==> src/hw/twc_pkg.sv <==
/*
 * Shared constants and types for the two-wire controller clock generator
 * and transfer status block.
 * Assumes byte addresses on the register port and a 32-bit data path.
 */
package twc_pkg;

  // Register byte addresses.
  localparam logic [31:0] ADDR_INTERNAL_ADDRESS = 32'h4001800c;
  localparam logic [31:0] ADDR_CLOCK_WAVEFORM   = 32'h40018010;
  localparam logic [31:0] ADDR_TRANSFER_STATUS  = 32'h40018020;

  // Reset values.
  localparam logic [23:0] RESET_INTERNAL_ADDRESS = 24'h000000;
  localparam logic [31:0] RESET_CLOCK_WAVEFORM   = 32'h00000000;

  // Clock waveform fields.
  localparam int CW_LOW_POS  = 0;
  localparam int CW_HIGH_POS = 8;
  localparam int CW_EXP_POS  = 16;
  localparam int CW_HOLD_POS = 24;
  localparam logic [31:0] CW_WRITE_MASK = 32'h3f07ffff;

  // Fixed part added to every programmed period.
  localparam logic [15:0] PERIOD_OFFSET = 16'h0003;
  localparam logic [6:0]  HOLD_OFFSET   = 7'h03;

  // Transfer status bit positions.
  localparam int SR_TRANSFER_COMPLETE = 0;
  localparam int SR_RECEIVE_READY     = 1;
  localparam int SR_TRANSMIT_READY    = 2;
  localparam int SR_SLAVE_DIRECTION   = 3;
  localparam int SR_SLAVE_ACCESS      = 4;
  localparam int SR_GENERAL_CALL      = 5;
  localparam int SR_OVERRUN           = 6;
  localparam int SR_UNDERRUN          = 7;
  localparam int SR_NACK              = 8;
  localparam int SR_ARBITRATION_LOST  = 9;
  localparam int SR_CLOCK_WAIT        = 10;
  localparam int SR_END_SLAVE_ACCESS  = 11;
  localparam int SR_END_RX_BUFFER     = 12;
  localparam int SR_END_TX_BUFFER     = 13;
  localparam int SR_CLOCK_LINE        = 24;
  localparam int SR_DATA_LINE         = 25;

  // Reset state of the flags that are not cleared on read.
  localparam logic RESET_TRANSFER_COMPLETE = 1'b1;
  localparam logic RESET_TRANSMIT_READY    = 1'b0;

  typedef enum logic [1:0] {CG_IDLE, CG_LOW, CG_HIGH} twc_clk_state_type;

  // Events from the shifters, bus monitor and transfer counters.
  typedef struct packed {
    logic thr_write;
    logic rhr_read;
    logic byte_to_shifter;
    logic rx_byte_loaded;
    logic shifter_empty;
    logic stop_sent;
    logic start_seen;
    logic stop_seen;
    logic restart_other_addr;
    logic addr_match;
    logic addr_read_bit;
    logic nack_seen;
    logic general_call;
    logic arb_lost;
    logic next_char_due;
    logic tx_byte_acked;
    logic rx_count_zero;
    logic tx_count_zero;
    logic rx_count_write;
    logic tx_count_write;
  } twc_event_type;

endpackage

==> src/hw/twc_clkgen_status.sv <==
/*
 * Master clock waveform generator, data hold timing, internal address
 * register and transfer status flags of the two-wire controller.
 * Assumes the shifters, control and mode registers sit outside and report
 * through the event bundle; all inputs are synchronous to clock_i.
 */
// Notes on behaviour
// - Internal address register supplies zero to three bytes chosen by the size field.
// - Master clock low lasts low divider times two to the exponent, plus three.
// - Master clock high lasts high divider times two to the exponent, plus three.
// - Clock waveform writes are ignored while write protection is enabled.
// - Data held hold-plus-three cycles after falling edge; high speed changes at the edge.
// - Master transfer complete low during frame, set when idle after stop, cleared by write.
// - Slave transfer complete clears on start, sets on stop or foreign restart.
// - Receive ready sets on byte load, clears when software reads the receive register.
// - Master transmit ready clears on write, sets on shift, nack or master enable.
// - Slave transmit ready stays low from write until the byte is acknowledged or master enable is set.
// - Slave direction shows one for master read, zero for master write.
// - Slave access sets on address match and clears on nack or stop.
// - General call flag sets on general call and clears on status read.
// - Without stretching, reloading receive register while ready sets overrun.
// - Without stretching, transmit register not refilled in time sets underrun.
// - Master nack flag sets with transfer complete; clears on status read.
// - Slave read nack sets the flag; slave write acknowledges every byte.
// - Arbitration lost sets with transfer complete; clears on status read.
// - Slave stretches the clock and shows wait state when buffers are late.
// - End of slave access sets when slave access clears; clears on status read.
// - Buffer end flags set on counter zero, clear on a count register write.
// - Size field zero means no internal address, else that many bytes.
// - With stretch disable set, no slave stretching; errors are flagged instead.
`timescale 1ns/10ps

module twc_clkgen_status (
  // Clock, reset and freeze.
  input  wire logic                   clock_i,
  input  wire logic                   rst_i,
  input  wire logic                   ce_i,
  // Register port.
  input  wire logic [31:0]            addr_i,
  input  wire logic [31:0]            wr_data_i,
  input  wire logic                   wr_i,
  input  wire logic                   rd_i,
  output logic      [31:0]            rd_data_o,
  // Mode and configuration bits from the control and mode registers.
  input  wire logic                   master_mode_i,
  input  wire logic                   slave_mode_i,
  input  wire logic                   master_enable_i,
  input  wire logic                   high_speed_i,
  input  wire logic                   write_protect_enable_i,
  input  wire logic                   slave_stretch_disable_i,
  input  wire logic                   frame_active_i,
  input  wire logic [1:0]             internal_address_size_i,
  input  wire logic [1:0]             address_byte_sel_i,
  // Transfer events.
  input  wire twc_pkg::twc_event_type events_i,
  // Serial clock line, open drain, and sampled data line.
  input  wire logic                   serial_clock_line_i,
  output logic                        serial_clock_line_o,
  output logic                        serial_clock_line_oe_n_o,
  input  wire logic                   serial_data_line_i,
  // Shifter timing and internal address supply.
  output logic                        sda_update_o,
  output logic                        clock_fall_o,
  output logic [7:0]                  internal_address_byte_o,
  output logic [1:0]                  internal_address_count_o
);

  ////////////////////////////////////////////////////////////////////////////
  // Register decode.

  logic        status_sel;
  logic        cwgr_sel;
  logic        target_internal_address_sel;
  logic        status_clear;
  logic [31:0] status_vec;
  logic [31:0] clock_waveform_reg;
  logic [23:0] internal_address_reg;

  assign status_sel   = addr_i == twc_pkg::ADDR_TRANSFER_STATUS;
  assign cwgr_sel     = addr_i == twc_pkg::ADDR_CLOCK_WAVEFORM;
  assign target_internal_address_sel     = addr_i == twc_pkg::ADDR_INTERNAL_ADDRESS;
  assign status_clear = ce_i && rd_i && status_sel;

  always_ff @(posedge clock_i) begin
    if (rst_i) begin
      internal_address_reg <= twc_pkg::RESET_INTERNAL_ADDRESS;
    end else if (ce_i && wr_i && target_internal_address_sel) begin
      internal_address_reg <= wr_data_i[23:0];
    end
  end

  always_ff @(posedge clock_i) begin
    if (rst_i) begin
      clock_waveform_reg <= twc_pkg::RESET_CLOCK_WAVEFORM;
    end else if (ce_i && wr_i && cwgr_sel && !write_protect_enable_i) begin
      clock_waveform_reg <= wr_data_i & twc_pkg::CW_WRITE_MASK;
    end
  end

  // Read data stand in the cycle after the strobe only; unmapped reads give zero.
  always_ff @(posedge clock_i) begin
    if (rst_i) begin
      rd_data_o <= 32'h00000000;
    end else if (ce_i) begin
      if (rd_i && status_sel) begin
        rd_data_o <= status_vec;
      end else if (rd_i && cwgr_sel) begin
        rd_data_o <= clock_waveform_reg;
      end else if (rd_i && target_internal_address_sel) begin
        rd_data_o <= {8'h00, internal_address_reg};
      end else begin
        rd_data_o <= 32'h00000000;
      end
    end
  end

  ////////////////////////////////////////////////////////////////////////////
  // Internal address bytes, most significant byte first.

  logic [1:0]  target_internal_address_shift;
  logic [23:0] target_internal_address_shifted;

  assign target_internal_address_shift   = 2'(internal_address_size_i - 2'h1 - address_byte_sel_i);
  assign target_internal_address_shifted = internal_address_reg >> {target_internal_address_shift, 3'b000};

  always_ff @(posedge clock_i) begin
    if (rst_i) begin
      internal_address_byte_o  <= 8'h00;
      internal_address_count_o <= 2'h0;
    end else if (ce_i) begin
      internal_address_count_o <= internal_address_size_i;
      if (internal_address_size_i == 2'h0 ||
          address_byte_sel_i >= internal_address_size_i) begin
        internal_address_byte_o <= 8'h00;
      end else begin
        internal_address_byte_o <= target_internal_address_shifted[7:0];
      end
    end
  end

  ////////////////////////////////////////////////////////////////////////////
  // Master clock waveform.

  logic [7:0]  low_div;
  logic [7:0]  high_div;
  logic [2:0]  div_exp;
  logic [5:0]  hold_field;
  logic [15:0] low_period;
  logic [15:0] high_period;
  logic [15:0] count_reg;
  logic        clock_fall;
  twc_pkg::twc_clk_state_type state_reg;

  assign low_div     = clock_waveform_reg[twc_pkg::CW_LOW_POS +: 8];
  assign high_div    = clock_waveform_reg[twc_pkg::CW_HIGH_POS +: 8];
  assign div_exp     = clock_waveform_reg[twc_pkg::CW_EXP_POS +: 3];
  assign hold_field  = clock_waveform_reg[twc_pkg::CW_HOLD_POS +: 6];
  assign low_period  = ({8'h00, low_div} << div_exp) + twc_pkg::PERIOD_OFFSET;
  assign high_period = ({8'h00, high_div} << div_exp) + twc_pkg::PERIOD_OFFSET;
  assign clock_fall  = ce_i && master_mode_i && frame_active_i &&
                       (state_reg == twc_pkg::CG_IDLE ||
                        (state_reg == twc_pkg::CG_HIGH && count_reg == 16'h0000 &&
                         serial_clock_line_i));

  // A high phase only counts while the line is really high, so a slave that
  // stretches the clock lengthens the high phase instead of shortening it.
  always_ff @(posedge clock_i) begin
    if (rst_i) begin
      state_reg <= twc_pkg::CG_IDLE;
      count_reg <= 16'h0000;
    end else if (ce_i) begin
      unique case (state_reg)
        twc_pkg::CG_IDLE: begin
          if (clock_fall) begin
            state_reg <= twc_pkg::CG_LOW;
            count_reg <= low_period - 16'h0001;
          end
        end
        twc_pkg::CG_LOW: begin
          if (count_reg != 16'h0000) begin
            count_reg <= count_reg - 16'h0001;
          end else begin
            state_reg <= twc_pkg::CG_HIGH;
            count_reg <= high_period - 16'h0001;
          end
        end
        twc_pkg::CG_HIGH: begin
          if (count_reg != 16'h0000) begin
            if (serial_clock_line_i) begin
              count_reg <= count_reg - 16'h0001;
            end
          end else if (clock_fall) begin
            state_reg <= twc_pkg::CG_LOW;
            count_reg <= low_period - 16'h0001;
          end else if (!frame_active_i || !master_mode_i) begin
            state_reg <= twc_pkg::CG_IDLE;
          end
        end
      endcase
    end
  end

  ////////////////////////////////////////////////////////////////////////////
  // Data hold timing after each falling clock edge.

  logic [6:0] hold_count_reg;
  logic       hold_busy_reg;

  always_ff @(posedge clock_i) begin
    if (rst_i) begin
      hold_count_reg <= 7'h00;
      hold_busy_reg  <= 1'b0;
      sda_update_o   <= 1'b0;
      clock_fall_o   <= 1'b0;
    end else if (ce_i) begin
      clock_fall_o <= clock_fall;
      if (high_speed_i) begin
        hold_busy_reg <= 1'b0;
        sda_update_o  <= clock_fall;
      end else if (clock_fall) begin
        hold_count_reg <= {1'b0, hold_field} + twc_pkg::HOLD_OFFSET - 7'h02;
        hold_busy_reg  <= 1'b1;
        sda_update_o   <= 1'b0;
      end else if (hold_busy_reg && hold_count_reg == 7'h00) begin
        hold_busy_reg <= 1'b0;
        sda_update_o  <= 1'b1;
      end else begin
        hold_count_reg <= hold_count_reg - {6'h00, hold_busy_reg};
        sda_update_o   <= 1'b0;
      end
    end
  end

  ////////////////////////////////////////////////////////////////////////////
  // Transfer status flags.

  logic transfer_complete_reg;
  logic receive_ready_reg;
  logic transmit_ready_reg;
  logic slave_direction_reg;
  logic slave_access_reg;
  logic general_call_seen_reg;
  logic overrun_flag_reg;
  logic underrun_flag_reg;
  logic nack_reg;
  logic arbitration_lost_reg;
  logic clock_wait_state_reg;
  logic end_of_slave_access_reg;
  logic end_of_receive_buffer_reg;
  logic end_of_transmit_buffer_reg;
  logic slave_access_next;
  logic wait_needed;
  logic late_tx;
  logic late_rx;

  assign late_tx = slave_access_reg && slave_direction_reg && events_i.next_char_due &&
                   transmit_ready_reg && !nack_reg;
  assign late_rx = slave_access_reg && !slave_direction_reg && events_i.next_char_due &&
                   receive_ready_reg;
  assign wait_needed = slave_mode_i && !slave_stretch_disable_i && (late_tx || late_rx);
  assign slave_access_next = (slave_mode_i && events_i.addr_match) ||
                             (slave_access_reg && !events_i.nack_seen &&
                              !events_i.stop_seen);

  always_ff @(posedge clock_i) begin
    if (rst_i) begin
      transfer_complete_reg <= twc_pkg::RESET_TRANSFER_COMPLETE;
      transmit_ready_reg    <= twc_pkg::RESET_TRANSMIT_READY;
    end else if (ce_i) begin
      if (master_mode_i) begin
        if ((events_i.shifter_empty && events_i.stop_sent) || events_i.nack_seen ||
            events_i.arb_lost) begin
          transfer_complete_reg <= 1'b1;
        end else if (events_i.thr_write || frame_active_i) begin
          transfer_complete_reg <= 1'b0;
        end
        if (events_i.byte_to_shifter || events_i.nack_seen || master_enable_i) begin
          transmit_ready_reg <= 1'b1;
        end else if (events_i.thr_write) begin
          transmit_ready_reg <= 1'b0;
        end
      end else begin
        if (events_i.stop_seen || events_i.restart_other_addr) begin
          transfer_complete_reg <= 1'b1;
        end else if (events_i.start_seen) begin
          transfer_complete_reg <= 1'b0;
        end
        if (events_i.tx_byte_acked) begin
          transmit_ready_reg <= 1'b1;
        end else if (events_i.thr_write) begin
          transmit_ready_reg <= 1'b0;
        end else if (master_enable_i) begin
          transmit_ready_reg <= 1'b1;
        end
      end
    end
  end

  always_ff @(posedge clock_i) begin
    if (rst_i) begin
      receive_ready_reg <= 1'b0;
    end else if (ce_i) begin
      receive_ready_reg <= events_i.rx_byte_loaded ||
                           (receive_ready_reg && !events_i.rhr_read);
    end
  end

  always_ff @(posedge clock_i) begin
    if (rst_i) begin
      slave_access_reg        <= 1'b0;
      slave_direction_reg     <= 1'b0;
      end_of_slave_access_reg <= 1'b0;
      clock_wait_state_reg    <= 1'b0;
    end else if (ce_i) begin
      slave_access_reg <= slave_access_next;
      if (slave_mode_i && events_i.addr_match) begin
        slave_direction_reg <= events_i.addr_read_bit;
      end
      end_of_slave_access_reg <= (slave_access_reg && !slave_access_next) ||
                                 (end_of_slave_access_reg && !status_clear);
      clock_wait_state_reg <= wait_needed;
    end
  end

  // Every clear-on-read flag lets a set in the reading cycle win over the clear.
  always_ff @(posedge clock_i) begin
    if (rst_i) begin
      general_call_seen_reg <= 1'b0;
      overrun_flag_reg      <= 1'b0;
      underrun_flag_reg     <= 1'b0;
      nack_reg              <= 1'b0;
      arbitration_lost_reg  <= 1'b0;
    end else if (ce_i) begin
      general_call_seen_reg <= (slave_mode_i && events_i.general_call) ||
                               (general_call_seen_reg && !status_clear);
      overrun_flag_reg <= (slave_stretch_disable_i && events_i.rx_byte_loaded &&
                           receive_ready_reg) ||
                          (overrun_flag_reg && !status_clear);
      underrun_flag_reg <= (slave_stretch_disable_i && slave_mode_i && late_tx) ||
                           (underrun_flag_reg && !status_clear);
      nack_reg <= (events_i.nack_seen && (master_mode_i || slave_direction_reg)) ||
                  (nack_reg && !status_clear);
      arbitration_lost_reg <= (master_mode_i && events_i.arb_lost) ||
                              (arbitration_lost_reg && !status_clear);
    end
  end

  always_ff @(posedge clock_i) begin
    if (rst_i) begin
      end_of_receive_buffer_reg  <= 1'b0;
      end_of_transmit_buffer_reg <= 1'b0;
    end else if (ce_i) begin
      end_of_receive_buffer_reg <= events_i.rx_count_zero ||
                                   (end_of_receive_buffer_reg &&
                                    !events_i.rx_count_write);
      end_of_transmit_buffer_reg <= events_i.tx_count_zero ||
                                    (end_of_transmit_buffer_reg &&
                                     !events_i.tx_count_write);
    end
  end

  always_comb begin
    status_vec = 32'h00000000;
    status_vec[twc_pkg::SR_TRANSFER_COMPLETE] = transfer_complete_reg;
    status_vec[twc_pkg::SR_RECEIVE_READY]     = receive_ready_reg;
    status_vec[twc_pkg::SR_TRANSMIT_READY]    = transmit_ready_reg;
    status_vec[twc_pkg::SR_SLAVE_DIRECTION]   = slave_direction_reg;
    status_vec[twc_pkg::SR_SLAVE_ACCESS]      = slave_access_reg;
    status_vec[twc_pkg::SR_GENERAL_CALL]      = general_call_seen_reg;
    status_vec[twc_pkg::SR_OVERRUN]           = overrun_flag_reg;
    status_vec[twc_pkg::SR_UNDERRUN]          = underrun_flag_reg;
    status_vec[twc_pkg::SR_NACK]              = nack_reg;
    status_vec[twc_pkg::SR_ARBITRATION_LOST]  = arbitration_lost_reg;
    status_vec[twc_pkg::SR_CLOCK_WAIT]        = clock_wait_state_reg;
    status_vec[twc_pkg::SR_END_SLAVE_ACCESS]  = end_of_slave_access_reg;
    status_vec[twc_pkg::SR_END_RX_BUFFER]     = end_of_receive_buffer_reg;
    status_vec[twc_pkg::SR_END_TX_BUFFER]     = end_of_transmit_buffer_reg;
    status_vec[twc_pkg::SR_CLOCK_LINE]        = serial_clock_line_i;
    status_vec[twc_pkg::SR_DATA_LINE]         = serial_data_line_i;
  end

  ////////////////////////////////////////////////////////////////////////////
  // Serial clock line: pulled low for the master low phase or a slave stretch.

  assign serial_clock_line_o      = 1'b0;
  assign serial_clock_line_oe_n_o = !(state_reg == twc_pkg::CG_LOW || clock_wait_state_reg);
endmodule

==> config.mk <==
export PLATFORM = sky130hd
export DESIGN_NAME = twc_clkgen_status
export DESIGN_NICKNAME = d
export VERILOG_FILES = /design/src/hw/twc_pkg.sv /design/src/hw/twc_clkgen_status.sv
export SDC_FILE = /design/constraint.sdc
export NUM_CORES = 1
export LEC_CHECK = 0
export BUFFER_PORTS_ARGS = -buffer_cell sky130_fd_sc_hd__buf_2
export CAP_MARGIN = 25
export CORE_UTILIZATION = 45
export CTS_BUF_LIST = sky130_fd_sc_hd__clkbuf_8
export DETAILED_ROUTE_END_ITERATION = 7
export PLACE_DENSITY_LB_ADDON = 0.25
export REMOVE_ABC_BUFFERS = 1
export SLEW_MARGIN = 10
export SYNTH_ARGS = -nofsm -noshare
export SYNTH_HDL_FRONTEND = slang
export SYNTH_SLANG_ARGS = --single-unit
==> constraint.sdc <==
create_clock -name clock_i -period 6.3 [get_ports clock_i]
set_clock_uncertainty 0.1 [all_clocks]
set_input_delay 1.26 -clock clock_i [delete_from_list [all_inputs] [get_ports clock_i]]
set_output_delay 1.26 -clock clock_i [all_outputs]
set_load 0.05 [all_outputs]
* Yosys cells after proc, flatten, opt, wreduce, memory -nomap -nowiden
Cells that the tools add are included.
** Storage, ports and cells
- Flip-flop bits (word level) :: 133
- Bits in latches :: 0
- RAM bits :: 0
- Memory bits (read-only) :: 0
- Input bits :: 102
- Output and inout bits :: 46
- Logic and storage cells :: 183
- Memories :: 0
** Cells by class
- Add/sub/neg operators :: 10
- $mul :: 0
- Div/mod/pow operators :: 0
- $lt $le $gt $ge :: 1
- Eq/ne operators :: 13
- Shifts and indexed selects :: 3
- Muxes and demuxes :: 34
- Bitwise logic cells :: 1
- Reductions and logical operators :: 96
** Operator list (number)
- 32-bit by 31-bit equality test with 1-bit output (second input constant) :: 3
- 16-bit two-way mux :: 4
- 30-bit two-way mux :: 2
- 16-bit case mux with 3 select lines :: 1
- 16-bit by 1-bit subtractor with 16-bit output (second input constant) :: 3
- 1-bit logical AND :: 45
- 16-bit by 2-bit adder with 16-bit output (second input constant) :: 2
- 8-bit by 3-bit << shifter with 16-bit output :: 2
- 24-bit two-way mux :: 1
- 24-bit by 5-bit >> shifter with 8-bit output :: 1
- 1-bit logical OR :: 22
- 1-bit two-way mux :: 17
- 16-bit logical NOT :: 1
- 16-bit nonzero test :: 1
- 1-bit logical NOT :: 14
- 7-bit two-way mux :: 2
- 2-bit two-way mux :: 5
- 3-bit AND reduction :: 3
- 8-bit two-way mux :: 1
- 2-bit != test (second input constant) :: 4
- 6-bit by 2-bit adder with 7-bit output (second input constant) :: 1
- 7-bit logical NOT :: 1
- 7-bit by 1-bit subtractor with 7-bit output :: 1
- 7-bit by 2-bit subtractor with 7-bit output (second input constant) :: 1
- 15 further kinds :: 20

* Depth between registers and ports, before layout
- Word-level depth :: 8
- Depth in mapped cells :: 13
- Depth with buffers taken out :: 11

* Worst setup path before layout
OpenSTA, ideal clock, no wires.
- Kind :: input port to flip-flop
- From :: input port ce_i
- To :: register clock_waveform_reg[10]
- Library setup time :: 128 ps
- Arrival :: 3042 ps
- Required time :: 6072 ps
- Slack :: 3030 ps
- Cell stages on the path :: 7
- Buffers on the path :: 1
- Cells stage by stage :: inv_2 -> or3_1 -> or3_1 -> nor4_4 -> buf_4 -> mux2i_1 -> nor2_1
** On the way
- Longest elaborated chain between the ends :: 3
** RTL lines
- from (decl) :: line twc_clkgen_status.sv:37 : input wire logic ce_i,
- 1-bit logical AND (3 in a row) :: line twc_clkgen_status.sv:95 : end else if (ce_i && wr_i && cwgr_sel && !write_protect_enable_i) begin
- to (signal assigned) :: line twc_clkgen_status.sv:94 : clock_waveform_reg <= twc_pkg::RESET_CLOCK_WAVEFORM;
- to (signal assigned) :: line twc_clkgen_status.sv:96 : clock_waveform_reg <= wr_data_i & twc_pkg::CW_WRITE_MASK;
- to (decl) :: line twc_clkgen_status.sv:76 : logic [31:0] clock_waveform_reg;
Every way passes these cells.
A chain may end at the register's enable or synchronous reset.

* Worst setup path after layout
- From :: register clock_waveform_reg[17]
- To :: register count_reg[7]
** On the way
- Longest elaborated chain between the ends :: 6
- Elaborated cells on any way between the ends :: 10
- Those cells by class :: 4 x add/sub; 2 x shift; 4 x mux
** RTL lines
- 8-bit by 3-bit << shifter with 16-bit output :: line twc_clkgen_status.sv:158 : assign low_period = ({8'h00, low_div} << div_exp) + twc_pkg::PERIOD_OFFSET;
- 16-bit by 2-bit adder with 16-bit output :: line twc_clkgen_status.sv:158
- 16-bit by 1-bit subtractor with 16-bit output :: line twc_clkgen_status.sv:176, twc_clkgen_status.sv:194
- 16-bit two-way mux :: line twc_clkgen_status.sv:174, twc_clkgen_status.sv:192
- 16-bit two-way mux :: line twc_clkgen_status.sv:188 : if (count_reg != 16'h0000) begin
- 16-bit case mux with 3 select lines * :: line twc_clkgen_status.sv:172 : unique case (state_reg)
- to (signal assigned) :: line twc_clkgen_status.sv:176 : count_reg <= low_period - 16'h0001;
- to (signal assigned) :: line twc_clkgen_status.sv:190 : count_reg <= count_reg - 16'h0001;
- to (signal assigned) :: line twc_clkgen_status.sv:194 : count_reg <= low_period - 16'h0001;
- to (decl) :: line twc_clkgen_status.sv:150 : logic [15:0] count_reg;
Every way passes the cells marked *; elsewhere a longest branch is shown, timed or not.

==> results.txt <==
post-synthesis async set-or-reset flop share - 0
Cell Pwr Density - 207.8 nW/um2
Mapped Area - 7569 um2
combinational power share - 0.128
sequential-to-total area share from yosys stat - 0.3465
Starting Density - 0.4580
number of synthesized flops with an enable pin - 0
global-route wire length before repair - 34,310 um
worst-skew pair later-pin latency - 0.46 ns
nature of the critical path endpoint - flip-flop
nets - 1,139
CTS Hold Bufs - 0
largest net degree at the start of global routing - 70
Finished Core Util - 0.5323
status - complete, no violations
H-tree levels - 4
clock sink count - 131
startpoint types - flip-flop
post-route DRC violation count - 0
setup TNS - 0 ns
post-route ant nets - 0
Syn. warnings - 0
Final Slew Violations - 0
unrepaired setup endpoints after global routing - no
final setup violation count - 0
Worst Hold Class - reg2reg
Port Buf Inserts - 142
Synth Flop Type - dfxtp_1
clock slew at reported path FFs - 0.08 ns
DP Wirelength - 15,210 um
fraction of layout cells with a size suffix above 1 - 0.2160
post-CTS resize count - 0
via count - 7,203
CP top delay family - compound AO/OA/AOI/OAI gates
Chip Width - 131.7 um
Post-CTS Setup Inserts - 0
CTS tree - done
most frequent CP cell - mux2i_1
CP required - 6.57 ns
IO Count - 148
Clk pwr share - 0.407
post-DR wirelength/cell - 17.11 um
worst slew pin tran - 0.9690 ns
Worst EP arrival - 3.95 ns
Unique masters post-synth - 76
max-cap violations - 0
vias in the first global route - 6,624
DRT Wirelength - 21,510 um
clock root cell - clkbuf_8
Leakage - 3.288 nW
Critical-path top delay cell - dfxtp_1
final hold violations - 0
DR pass1 iterations - 6
hold_ws - 0.3588 ns
Slew HR - 0.3525
most common cell after layout, fill and taps aside - buf_2
number of vias per cell - 5.730
row count - 47
CP Buf/Inv Count - 1
Worst VDD drop - 0.1166 mV
CP cell instances - buf_4 -> mux2i_1 -> o2bb2ai_1 -> and2_1 -> ha_1 -> nand2b_1 -> a221oi_1 -> o21ai_0 -> nor2_1 -> mux2i_1 -> nand4_1 -> a311oi_1
critical path class - reg2reg
syn_area_per_cell - 8.317 um2
Final period util - 0.5844
switching pwr - 0.5169 mW
Die H - 131.7 um
max reg flops - 30
slack of the worst reg-to-reg path - 2.62 ns
GRT Util Overall - 0.2471
core area - 16,520 um2
Final Critical Period - 3.682 ns
commonest non-fill, non-tap cells in the layout - buf_2 (141), dfxtp_1 (131), nor2_1 (130)
register bit total from synthesis - 131
ANT cells - 0
Seq pwr share - 0.466
dpl cells - 1,224
initial antenna violation count - 1
Max Fclk - 0.2716 GHz
crit path max fanout - 21
Placer Congestion - 0.9018
die footprint - 17,340 um2
Syn-to-layout area delta - 16.22%
CTS max path bufs - 2
DR iter-0 viols - 551
slowest stage delay, CP - 0.71 ns
Switching Share - 0.2828
Finished Layout Cells - 1,257
Synth Instances - 910
grt ovf - 0
P_int - 1.311 mW
Num CTS Buffers - 17
==> synth_stat cells, types with 3 or more instances <==
master | n | share of area
mux2i_1 | 79 | 0.10
mux2_2 | 12 | 0.018
a32oi_1 | 4 | 0.0046
nor2_1 | 131 | 0.065
nor3_1 | 23 | 0.015
and3_1 | 5 | 0.0041
nor3_2 | 3 | 0.0040
a211oi_1 | 9 | 0.0089
o22ai_1 | 6 | 0.0050
buf_2 | 11 | 0.0073
nand3_1 | 13 | 0.0086
or4_1 | 3 | 0.0030
and2_1 | 5 | 0.0041
nand2_1 | 73 | 0.036
nor4b_1 | 6 | 0.0069
o31ai_1 | 3 | 0.0030
inv_1 | 18 | 0.0089
nor4_1 | 15 | 0.012
nor2b_1 | 8 | 0.0066
a311oi_1 | 4 | 0.0046
or3_1 | 10 | 0.0083
nand3b_1 | 7 | 0.0069
a21oi_1 | 56 | 0.037
a22oi_1 | 61 | 0.061
xor2_1 | 12 | 0.014
xnor2_1 | 11 | 0.013
nor3b_1 | 4 | 0.0040
nand4_1 | 11 | 0.0091
o21ai_0 | 36 | 0.024
o211ai_1 | 4 | 0.0040
ha_1 | 13 | 0.021
clkbuf_1 | 40 | 0.020
o2bb2ai_1 | 4 | 0.0046
dfxtp_1 | 131 | 0.35
buf_4 | 9 | 0.0089
nand2b_1 | 8 | 0.0066
mux4_2 | 3 | 0.0089
a221oi_1 | 5 | 0.0058
==> cell type report <==
class,count,area (um2)
clock inverters,12,127.6
fillers,1571,7729
flip-flops and latches,131,2623
well taps,220,275.3
clock buffers,20,275.3
inverters,21,78.83
multi-input cells,697,4591
repair buffers,156,825.8
==> stage by stage <==
step           power (mW)  worst slack [ns]  instance area (um2)
6_report            1.828             2.618                 8796
5_1_grt             1.893             2.249                 8796
4_1_cts             1.832             2.651                 8788
3_5_place_dp        1.100             2.163                 8386
3_3_place_gp        1.099             1.923                 8371
2_1_floorplan       1.006             2.232                 7284
==> worst paths after layout <==
kind | startpoint | cells after the start | endpoint
hold / removal | end_of_slave_access_reg | 2 | end_of_slave_access_reg
setup reg to reg | clock_waveform_reg[17] | 12 | count_reg[7]
setup / recovery | clock_waveform_reg[17] | 12 | count_reg[7]
hold reg to reg | end_of_slave_access_reg | 2 | end_of_slave_access_reg
==> cell families after synthesis <==
logic type	Yosys count	synth area share
adders and majority gates	13	0.02149
DFF	131	0.3465
AOI/OAI and AO/OA	227	0.2045
and+or+nand+nor	337	0.2202
xor gates and xnor gates	23	0.02662
buffers and inverters	84	0.04893
muxes	94	0.1313
other	1	0.0004955
==> power by group through the flow <==
| stage | clock network [mW] | logic, mW | registers (mW) |
|---|---|---|---|
| after floorplan | 0 | 0.134 | 0.872 |
| after global placement | 0 | 0.228 | 0.870 |
| after detailed placement | 0 | 0.229 | 0.870 |
| after CTS | 0.750 | 0.231 | 0.851 |
| after global routing | 0.785 | 0.255 | 0.853 |
| final | 0.743 | 0.233 | 0.851 |
==> per-layer routing <==
layer,vias to the layer above,wire [um],track usage
met4,2,429,0.08398
li1,3547,-,-
met3,30,1079,0.04591
met5,-,13,0
met1,3395,9643,0.3096
met2,229,10350,0.4230
==> worst reg2reg max path, stage by stage, from the launching register on <==
cell and delay (ns):
dfxtp_1 0.71, buf_4 0.38, mux2i_1 0.16, o2bb2ai_1 0.20, and2_1 0.15, ha_1 0.21, nand2b_1 0.08, a221oi_1 0.47
o21ai_0 0.25, nor2_1 0.17, mux2i_1 0.20, nand4_1 0.20, a311oi_1 0.30
(Power assumes the default switching activity.)
